## src/verilog/dmv_pkg.sv

```systemverilog
/*
 * dmv_pkg: constants for the data-move instruction unit.
 * assumes a 16-bit instruction word and a 12-bit data address space.
 */
package dmv_pkg;
    localparam int unsigned DMV_ADDR_W = 12;
    localparam int unsigned DMV_INSN_W = 16;
    localparam logic [3:0] DMV_OP_MOVE_SRC = 4'hc;
    localparam logic [3:0] DMV_OP_MOVE_DST = 4'hf;
    localparam logic [7:0] DMV_OP_BANK_LIT = 8'h01;
    localparam logic [7:0] DMV_OP_ACC_LIT = 8'h0e;
    localparam logic [6:0] DMV_OP_ACC_STORE = 7'h37;
    localparam logic [7:0] DMV_INDEXED_MAX = 8'h5f;
    localparam logic [7:0] DMV_ACCESS_SPLIT = 8'h60;
    localparam logic [3:0] DMV_ACCESS_HI_BANK = 4'hf;
    localparam logic [11:0] DMV_ACC_ADDR = 12'hfe8;
    localparam logic [11:0] DMV_PCL_ADDR = 12'hff9;
    localparam logic [11:0] DMV_STACK_TOP_LOW_BYTE_ADDR = 12'hffd;
    localparam logic [11:0] DMV_STACK_TOP_UPPER_BYTE_ADDR = 12'hfff;
    localparam logic [7:0] DMV_ACC_RST = 8'h00;
    localparam logic [3:0] DMV_BANK_RST = 4'h0;
    localparam logic [1:0] DMV_Q2 = 2'h1;
    localparam logic [1:0] DMV_Q4 = 2'h3;
    typedef enum logic [1:0] {
        DMV_IDLE = 2'b00,
        DMV_MOVE_WAIT = 2'b01,
        DMV_MOVE_WRITE = 2'b10
    } dmv_state_t;
endpackage

```

## src/verilog/dmv_unit.sv

```systemverilog
/*
 * dmv_unit: executes four data-move instructions over four quarter phases.
 * assumes the fetch path presents insn_word with insn_valid during phase 1 of
 * each instruction cycle; data memory answers a read in the same cycle.
 */
// Overview of operation
// - file-to-file move copies source byte to destination, source untouched.
// - move addresses are full 12-bit, no bank selection used.
// - move accepts the accumulator as source or destination.
// - move need not support program counter low or stack-top destinations.
// - move: two cycles, read in phase 2, write in second cycle phase 4.
// - bank literal load puts the literal into bank select in one cycle.
// - upper four bank select bits always read zero after the load.
// - accumulator literal load puts the literal into the accumulator.
// - accumulator store writes accumulator to an 8-bit address in one cycle.
// - access bit 0 picks access bank, 1 uses bank select register.
// - extended set, access 0, address up to 5Fh: indexed literal offset.
// - move encoded as 1100 source word then 1111 destination word.
`timescale 1ns/100ps
module dmv_unit
    import dmv_pkg::*;
(
    input wire logic core_clk, // core clock
    input wire logic sys_rst, // synchronous reset, high
    input wire logic [1:0] q_phase, // quarter phase 0..3
    input wire logic insn_valid, // instruction word present
    input wire logic [15:0] insn_word, // instruction word
    input wire logic ext_set_en, // extended instruction set enabled
    input wire logic [11:0] index_base, // indexed offset base pointer
    input wire logic [7:0] mem_rdata, // data memory read data
    output logic mem_rd, // data memory read strobe
    output logic mem_wr, // data memory write strobe
    output logic [11:0] mem_addr, // data memory address
    output logic [7:0] mem_wdata, // data memory write data
    output logic [7:0] acc_out, // working accumulator
    output logic [7:0] bank_sel_out, // bank select register
    output logic move_busy, // move in progress, second word or its write pending
    output logic flags_we // status flag write, always low
);
    import dmv_pkg::*;

    dmv_state_t state_r, state_nxt;
    logic [7:0] acc_r, acc_nxt;
    logic [3:0] bank_r, bank_nxt;
    logic [7:0] latch_r, latch_nxt;
    logic rd_r, rd_nxt, wr_r, wr_nxt;
    logic [11:0] addr_r, addr_nxt;
    logic [7:0] wdata_r, wdata_nxt;
    logic [7:0] pend_r, pend_nxt;
    logic [11:0] pend_addr_r, pend_addr_nxt;
    logic store_pend_r, store_pend_nxt;
    logic [1:0] rd_kind_r, rd_kind_nxt;
    logic busy_r, busy_nxt;

    // resolve an 8-bit file address into a 12-bit data address
    function automatic logic [11:0] bank_addr(input logic a, input logic [7:0] f,
                                              input logic [3:0] bank_select_register, input logic ext,
                                              input logic [11:0] base);
        if (a) begin
            bank_addr = {bank_select_register, f};
        end else if (ext && f <= DMV_INDEXED_MAX) begin
            bank_addr = base + {4'h0, f};
        end else if (f < DMV_ACCESS_SPLIT) begin
            bank_addr = {4'h0, f};
        end else begin
            bank_addr = {DMV_ACCESS_HI_BANK, f};
        end
    endfunction

    function automatic logic is_bad_dest(input logic [11:0] a);
        is_bad_dest = (a == DMV_PCL_ADDR) || (a >= DMV_STACK_TOP_LOW_BYTE_ADDR && a <= DMV_STACK_TOP_UPPER_BYTE_ADDR);
    endfunction

    always_comb begin
        state_nxt = state_r;
        acc_nxt = acc_r;
        bank_nxt = bank_r;
        latch_nxt = latch_r;
        rd_nxt = 1'b0;
        wr_nxt = 1'b0;
        addr_nxt = addr_r;
        wdata_nxt = wdata_r;
        pend_nxt = pend_r;
        pend_addr_nxt = pend_addr_r;
        store_pend_nxt = 1'b0;
        rd_kind_nxt = 2'h0;
        // capture the source byte while its read strobe stands this cycle
        if (rd_kind_r == 2'h1) begin
            latch_nxt = mem_rdata;
        end
        case (state_r)
            DMV_IDLE: begin
                if (insn_valid && q_phase == 2'h0) begin
                    if (insn_word[15:12] == DMV_OP_MOVE_SRC) begin
                        state_nxt = DMV_MOVE_WAIT;
                        pend_addr_nxt = insn_word[11:0];
                    end else if (insn_word[15:8] == DMV_OP_BANK_LIT) begin
                        bank_nxt = insn_word[3:0];
                    end else if (insn_word[15:8] == DMV_OP_ACC_LIT) begin
                        acc_nxt = insn_word[7:0];
                    end else if (insn_word[15:9] == DMV_OP_ACC_STORE) begin
                        pend_addr_nxt = bank_addr(insn_word[8], insn_word[7:0], bank_r,
                                                  ext_set_en, index_base);
                        pend_nxt = acc_r;
                        store_pend_nxt = 1'b1;
                    end
                end
            end
            DMV_MOVE_WAIT: begin
                // source read in phase 2 of the first cycle
                if (q_phase == DMV_Q2 && !rd_r) begin
                    // full address, accumulator read from its own copy
                    if (pend_addr_r == DMV_ACC_ADDR) begin
                        latch_nxt = acc_r;
                    end else begin
                        rd_nxt = 1'b1;
                        addr_nxt = pend_addr_r;
                        rd_kind_nxt = 2'h1;
                    end
                end
                if (insn_valid && q_phase == 2'h0 && insn_word[15:12] == DMV_OP_MOVE_DST) begin
                    state_nxt = DMV_MOVE_WRITE;
                    pend_addr_nxt = insn_word[11:0];
                end
            end
            DMV_MOVE_WRITE: begin
                // no dummy read; write in phase 4
                if (q_phase == DMV_Q4) begin
                    state_nxt = DMV_IDLE;
                    if (pend_addr_r == DMV_ACC_ADDR) begin
                        acc_nxt = latch_r;
                    // excluded targets are simply not written
                    end else if (!is_bad_dest(pend_addr_r)) begin
                        wr_nxt = 1'b1;
                        addr_nxt = pend_addr_r;
                        wdata_nxt = latch_r;
                    end
                end
            end
            default: begin
                state_nxt = DMV_IDLE;
            end
        endcase
        // store waits for phase 4 of its own cycle
        if (store_pend_r) begin
            store_pend_nxt = 1'b1;
        end
        if (store_pend_r && q_phase == DMV_Q4) begin
            store_pend_nxt = 1'b0;
            if (pend_addr_r == DMV_ACC_ADDR) begin
                acc_nxt = pend_r;
            end else begin
                wr_nxt = 1'b1;
                addr_nxt = pend_addr_r;
                wdata_nxt = pend_r;
            end
        end
        // busy is registered so the output comes straight from a flop
        busy_nxt = (state_nxt != DMV_IDLE);
    end

    always_ff @(posedge core_clk) begin
        if (sys_rst) begin
            state_r <= DMV_IDLE;
            acc_r <= DMV_ACC_RST;
            bank_r <= DMV_BANK_RST;
            latch_r <= 8'h00;
            rd_r <= 1'b0;
            wr_r <= 1'b0;
            addr_r <= 12'h000;
            wdata_r <= 8'h00;
            pend_r <= 8'h00;
            pend_addr_r <= 12'h000;
            store_pend_r <= 1'b0;
            rd_kind_r <= 2'h0;
            busy_r <= 1'b0;
        end else begin
            state_r <= state_nxt;
            acc_r <= acc_nxt;
            bank_r <= bank_nxt;
            latch_r <= latch_nxt;
            rd_r <= rd_nxt;
            wr_r <= wr_nxt;
            addr_r <= addr_nxt;
            wdata_r <= wdata_nxt;
            pend_r <= pend_nxt;
            pend_addr_r <= pend_addr_nxt;
            store_pend_r <= store_pend_nxt;
            rd_kind_r <= rd_kind_nxt;
            busy_r <= busy_nxt;
        end
    end

    assign mem_rd = rd_r;
    assign mem_wr = wr_r;
    assign mem_addr = addr_r;
    assign mem_wdata = wdata_r;
    assign acc_out = acc_r;
    // upper nibble is not stored at all
    assign bank_sel_out = {4'h0, bank_r};
    assign move_busy = busy_r;
    // these moves never write status flags
    assign flags_we = 1'b0;

    a_flags_quiet: assert property (@(posedge core_clk) disable iff (sys_rst)
        !flags_we) else $error("status flags written");
    a_bank_upper_zero: assert property (@(posedge core_clk) disable iff (sys_rst)
        bank_sel_out[7:4] == 4'h0) else $error("bank upper nibble set");
    a_bank_load: assert property (@(posedge core_clk) disable iff (sys_rst)
        (state_r == DMV_IDLE && insn_valid && q_phase == 2'h0
         && insn_word[15:8] == DMV_OP_BANK_LIT) |=> bank_sel_out[3:0] == $past(insn_word[3:0]))
        else $error("bank literal not loaded");
    a_acc_load: assert property (@(posedge core_clk) disable iff (sys_rst)
        (state_r == DMV_IDLE && insn_valid && q_phase == 2'h0
         && insn_word[15:8] == DMV_OP_ACC_LIT) |=> acc_out == $past(insn_word[7:0]))
        else $error("accumulator literal not loaded");
    a_store_write: assert property (@(posedge core_clk) disable iff (sys_rst)
        (state_r == DMV_IDLE && insn_valid && q_phase == 2'h0 && insn_word[15:9]
         == DMV_OP_ACC_STORE && insn_word[8]) |-> ##4 (mem_wr && mem_wdata == $past(acc_r, 4)))
        else $error("store did not write accumulator");
    a_store_bank: assert property (@(posedge core_clk) disable iff (sys_rst)
        (state_r == DMV_IDLE && insn_valid && q_phase == 2'h0 && insn_word[15:9]
         == DMV_OP_ACC_STORE && insn_word[8]) |-> ##4 mem_addr[11:8] == $past(bank_r, 4))
        else $error("store bank wrong");
    a_move_read_q2: assert property (@(posedge core_clk) disable iff (sys_rst)
        mem_rd |-> state_r == DMV_MOVE_WAIT && $past(q_phase) == DMV_Q2)
        else $error("move read outside phase 2");
    a_move_no_bad: assert property (@(posedge core_clk) disable iff (sys_rst)
        (mem_wr && $past(state_r) == DMV_MOVE_WRITE) |-> !is_bad_dest(mem_addr))
        else $error("move wrote excluded target");
endmodule

```

## config.mk

```make
export PLATFORM = sky130hd
export DESIGN_NAME = dmv_unit
export DESIGN_NICKNAME = d
export VERILOG_FILES = /design/src/verilog/dmv_pkg.sv /design/src/verilog/dmv_unit.sv
export SDC_FILE = /design/constraint.sdc
export NUM_CORES = 1
export LEC_CHECK = 0
export CORE_ASPECT_RATIO = 0.8
export CORE_MARGIN = 2
export CORE_UTILIZATION = 55
export CTS_CLUSTER_SIZE = 24
export DETAILED_ROUTE_END_ITERATION = 12
export DONT_BUFFER_PORTS = 1
export GPL_ROUTABILITY_DRIVEN = 0
export GPL_TIMING_DRIVEN = 0
export PLACE_DENSITY_LB_ADDON = 0.1
export SLEW_MARGIN = 25
export SYNTH_ARGS = -nofsm -noshare
export SYNTH_HDL_FRONTEND = slang
export SYNTH_SLANG_ARGS = --single-unit
```

## constraint.sdc

```tcl
create_clock -name core_clk -period 2.6 [get_ports core_clk]
set_input_delay 0.26 -clock core_clk [delete_from_list [all_inputs] [get_ports core_clk]]
set_output_delay 0.26 -clock core_clk [all_outputs]
set_load 0.1 [all_outputs]
```

# Word-level counts from Yosys, hierarchy flattened
# Cells that the tools add are included.
word_totals:
  register_bits: 68
  latchBits: 0
  ram_bits: 0
  mem_bits_ro: 0
  inputBits: 42
  output_inout_bits: 40
  wordCells: 114
  memories: 0
op_classes:
  addsub: 1
  multipliers: 0
  div_mod_pow: 0
  n_lt_le_gt_ge: 4
  eq_ne: 17
  shift: 0
  mux: 57
  bitwise_logic: 5
  reduce_logical: 17
op_table:
  columns: ["operator", "n"]
  rows:
  - ["$mux 12", 16]
  - ["$mux 8", 18]
  - ["$pmux 12 s2", 2]
  - ["$eq 12x12->1 const B", 2]
  - ["$pmux 8 s2", 1]
  - ["$mux 1", 15]
  - ["$add 12x8->12", 1]
  - ["$ge 12x12->1 const B", 1]
  - ["$le 12x12->1 const B", 1]
  - ["$reduce_and 6->1", 2]
  - ["$ne 3x3->1 const B", 3]
  - ["$eq 4x4->1 const B", 2]
  - ["$eq 8x1->1 const B", 1]
  - ["$eq 8x4->1 const B", 1]
  - ["$le 8x7->1 const B", 1]
  - ["$lt 8x7->1 const B", 1]
  - ["$mux 2", 4]
  - ["$eq 7x6->1 const B", 1]
  - ["$eq 2x1->1 const B", 3]
  - ["$logic_and 1x1->1", 6]
  - ["$pmux 2 s3", 1]
  - ["$not 1->1", 5]
  - ["$eq 2x2->1 const B", 2]
  - ["$logic_not 2->1", 2]
  - ["7 further kinds", 9]

# Logic depth before layout (Yosys ltp)
logic_depth:
  word_depth: 10
  ltp_mapped: 9
  mapped_depth_nobuf: 7

# Worst setup path after synthesis
# OpenSTA, ideal clock, no wires.
synth_path:
  path_kind: "reg-to-reg"
  start: "register rd_r (netlist: mem_rd)"
  end: "register addr_r[3] (netlist: mem_addr[3])"
  setup_time_ns: 0.070
  arrival_time_ns: 2.290
  required_time_ns: 2.530
  slack_ns: 0.239
  path_stages_with_launch: 6
  path_buffers: 1
  period_less_slack_ns: 2.361
  path_cell_list: "dfxtp_1 clkbuf_1 or3b_2 or3_1 a31o_2 o2bb2ai_1"
synth_via:
  elab_chain_cells: 6
synth_rtl:
  columns: ["element", "line_no", "rtl"]
  rows:
  - ["start, declared", "dmv_unit.sv:46", "logic rd_r, rd_nxt, wr_r, wr_nxt;"]
  - ["start signal, assigned", "dmv_unit.sv:182", "rd_r <= rd_nxt;"]
  - ["$logic_not 1->1 *", "dmv_unit.sv:111", "if (q_phase == DMV_Q2 && !rd_r) begin"]
  - ["$logic_and 1x1->1 *", "dmv_unit.sv:111", null]
  - ["$mux 12 *", "dmv_unit.sv:111", null]
  - ["$pmux 12 s2 *", "dmv_unit.sv:91", "case (state_r)"]
  - ["$mux 12", "dmv_unit.sv:150", "if (pend_addr_r == DMV_ACC_ADDR) begin"]
  - ["$mux 12 *", "dmv_unit.sv:148", "if (store_pend_r && q_phase == DMV_Q4) begin"]
  - ["end signal, assigned", "dmv_unit.sv:184", "addr_r <= addr_nxt;"]
  - ["end, declared", "dmv_unit.sv:47", "logic [11:0] addr_r, addr_nxt;"]
# Mark *: on every way between the ends. The rest lies on a longest branch, timed or not.
# A chain may end at the register's enable or synchronous reset.

# Worst setup path in the final report
layout_path:
  start: "register state_r[1]"
  end: "register pend_r[2]"
layout_via:
  elab_chain_cells: 2
layout_rtl:
  columns: ["element", "line_no", "rtl"]
  rows:
  - ["start, declared", "dmv_unit.sv:42", "dmv_state_t state_r, state_nxt;"]
  - ["start signal, assigned", "dmv_unit.sv:178", "state_r <= state_nxt;"]
  - ["$logic_not 2->1", "dmv_unit.sv:91", null]
  - ["$reduce_and 6->1 (no source line)", null, null]
  - ["end signal, assigned", "dmv_unit.sv:186", "pend_r <= pend_nxt;"]
  - ["end, declared", "dmv_unit.sv:49", "logic [7:0] pend_r, pend_nxt;"]
# Every way passes these cells.

==> results.md <==
* Outcome: completed
* Effective utilization at floorplan at around 56%
* RR Endpoint: pend_r[2]$_SDFFE_PP0P_
* Hold_buf cts at 0
* Routed WL per cell at between 15 and 20 µm
* Reg-to-reg slack, setup at around 0.14 ns
* XOR/XNOR Fraction of Synth Area at around 1.1%
* Slew headroom at 27.1%
* Mux share of post-synthesis cell area at between 10% and 20%
* Core ar. at 6820 µm²
* I/O pin count at 82
* Placed cells at 550
* Worst-Margin Slew at roughly 1.1 ns
* PD cells at 478 nW/µm²
* Fill count at just over 600
* Critical path cell sequence: inv_2 -> ha_4 -> or4bb_4 -> or4_1 -> mux2i_1 -> nor2_1
* CTS tree: yes
* Post-Place Worst Slack at -0.303 ns
* Fin cells at about 560
* Yosys cell types at slightly above 60
* FF-to-FF path depth at 6
* Ys async rst share at 0%
* Maximum clock path buffer count at 2
* FF-to-FF Start: state_r[1]$_SDFF_PP0_
* Post-CTS setup buffers at 0
* Share of cells above drive strength 1 at around 11%
* Clock-pin slew on the worst setup and hold paths at 0.07 ns
* Synth-to-Final Area Change at 8.34%
* Fmax at between 400 and 500 MHz
* Cells after synthesis at approximately 460
* FF+latch count, synth at 66
* Post-synthesis simple-gate area fraction at 18.4%
* Slew Viols, Final at 0
* Antenna cells at 0
* Detailed Routing Iterations Pass 1 at 5
* Vias at 3,685
* Switching share of power at a little over a quarter
* Worst min-delay path category: input pin to register
* EDFF count, synth at 0
* Post-route ant nets at 0
* Footprint of the multi-input gates at approximately 2300 µm²
* Setup Crit Path Kind: register to register
* Clock share of power at between 30 and 40%
* Max Clock Skew at between 0.01 and 0.015 ns
* CP arrival at approximately 2.7 ns
* Peak supply drop at between 0.3 and 0.4 mV
* Worst setup SP type: register
* Most frequent cells in the layout: dfxtp_1, nor2_1, mux2i_1, a21oi_1, o21ai_0
* Vias per cell at 6.55
* Worst Setup SP: state_r[1]$_SDFF_PP0_
* First-pass GRT wire length at 17,300 µm
* Hpwl dp at roughly 8300 µm
* Gr ovfl total at 0
* End of the critical path: pend_r[2]$_SDFFE_PP0P_
* RSZ-0062 raised after global routing: false
* Syn Area/Cell at between 8 and 9 µm²
* Worst setup margin at approximately 0.14 ns
* Internal at roughly 1400 µW
* Die area at roughly 7600 µm²
* Highest-delay cell along the critical path: or4_1
* Most common cell after layout, fill and taps aside: dfxtp_1
* Min cycle time layout at ~2.5 ns
* Leak Pwr at 0.00162 µW
* Seq pwr share at between 50% and 60%
* Cell Area, Synth at 3820 µm²
* Die Width at a little under 100 µm
* Seq/Total Area, Yosys at about 35%
* Combinational power share at between 10 and 15%
* Crit path capture type: register
* Die Y at approximately 79 µm
* GRT Total Usage at 28.7%
* Layout Nets at 528
* Slowest stage delay, CP at approximately 0.87 ns
* Sw power at 538 µW
* Inserted Clock Buffers at 9
* Fin area at between 4000 and 5000 µm²
* H-tree depth at 3
* Worst-skew pair later-pin latency at 0.35 ns
* Largest net degree at the start of global routing at 11
* # setup viols final at 0
* Fin util at between 60% and 70%
* Initial DRC count at between 200 and 300
* Synth warn at 0
* Final Hold Vio Count at 0
* Synth Area in Adders at under 10%
* Row count at 27
* Placement Cell Area at between 3000 and 4000 µm²
* Vias in the first global route at 3,392
* Max FO, Critical Path at 9
* Clock sinks at 66
* IO buf count at 0
* Post-Route WL at around 11,000 µm
* # DRC at 0
* Max cap viols at 0
* Period utilization at between 90% and 100%
* Clock root cell: clkbuf_8
* Dominant synthesized flop cell: dfxtp_1
* Worst Path Required at approximately 2.8 ns
* Largest family of logic cells by synthesized area: compound AO/OA/AOI/OAI gates
* Register area at between 1000 and 1500 µm²
* Initial antenna violation count at 0
* Pwr Total at approximately 2000 µW
* Synth Area in Compound Gates at about a quarter
flip-flops by register name, indices dropped and copies added (netlist names):
name and cells:
mem_addr 12, move_busy 1, state_r 2, mem_wr 1, mem_wdata 8, mem_rd 1
bank_r 4, acc_out 8, pend_addr_r 12, latch_r 8, store_pend_r 1, pend_r 8
power by group through the flow:
stage	registers, µW	logic, µW	clock network [µW]
detailed placement	1040	216	0
global route	1020	241	785
global placement	1040	213	0
floorplan	1040	175	0
CTS	1020	217	746
finish	1020	222	743
routing by layer:
layer	vias up	global-route usage [%]	part of all wire [%]
met5	-	0	0
met4	0	8.75	1.8
met3	14	8.99	11
met2	205	43.8	43
met1	1738	39.3	45
li1	1728	-	-
through the flow:
| step | setup TNS (ns) | hold WS [ns] |
|---|---|---|
| after floorplan | 0 | 0.404 |
| after global placement | -2.62 | 0.405 |
| after detailed placement | -2.49 | 0.416 |
| after CTS | 0 | 0.0646 |
| after global routing | 0 | 0.0777 |
| final | 0 | 0.0673 |
cell families (layout without fill, tap and decap cells):
| group | after synthesis | in the layout |
|---|---|---|
| AO/OA/AOI/OAI | 141 | 141 |
| AND/OR/NAND/NOR | 141 | 141 |
| flip-flops | 66 | 66 |
| buffers and inverters | 54 | 67 |
| multiplexers | 38 | 38 |
| adder cells (fa/ha/maj) | 13 | 13 |
| XOR/XNOR | 5 | 5 |
| other | 1 | 5 |
synthesized netlist by cell type (all sizes together) (7+ instances only):
master / n / area share [%]
inv: 26 / 2.6
a211oi: 14 / 2.7
a21o: 8 / 1.6
nor3: 7 / 0.92
nor2: 60 / 5.9
ha: 12 / 3.9
a31oi: 15 / 2.5
o21ai: 26 / 3.4
buf: 14 / 2.4
a21oi: 30 / 3.9
a311oi: 12 / 2.7
o2bb2ai: 8 / 1.8
mux2: 8 / 2.4
dfxtp: 66 / 35
mux2i: 30 / 7.9
nand3: 13 / 1.7
nand2: 23 / 2.3
clkbuf: 13 / 1.3
worst min path at each step:
stage                       startpoint                endpoint  slack (ns)  depth (start not counted)
after floorplan           insn_word[0]  bank_r[0]$_SDFFE_PP0P_        0.40                          2
after global placement    insn_word[0]  bank_r[0]$_SDFFE_PP0P_        0.41                          2
after detailed placement  insn_word[2]  bank_r[2]$_SDFFE_PP0P_        0.42                          2
after CTS                 insn_word[2]  bank_r[2]$_SDFFE_PP0P_        0.06                          2
after global routing      insn_word[3]  bank_r[3]$_SDFFE_PP0P_        0.08                          2
final                     insn_word[2]  bank_r[2]$_SDFFE_PP0P_        0.07                          2
critical path: cells and delay by family, from the launching register on:
kind	cells	cell delay (ns)
adder cells (fa/ha/maj)	1	0.19
buffers and inverters	1	0.10
flip-flops	1	0.34
multiplexers	1	0.26
AND/OR/NAND/NOR	3	1.44
cell type report:
| class | count | share of cell area, % |
|---|---|---|
| clock buffer | 11 | 3.41 |
| clock inverter | 3 | 0.423 |
| sequential | 66 | 32.0 |
| inverter | 27 | 2.45 |
| multi-input combinational | 343 | 55.8 |
| tap | 87 | 2.63 |
| buffer | 26 | 3.32 |
what timing repair did:
item,in CTS,in global routing
setup endpoints to repair,28,28
gates resized for setup,4,9
pin swaps,0,3
hold endpoints to repair,0,0
gates cloned,0,0
Power figures use the tool's default switching activity.
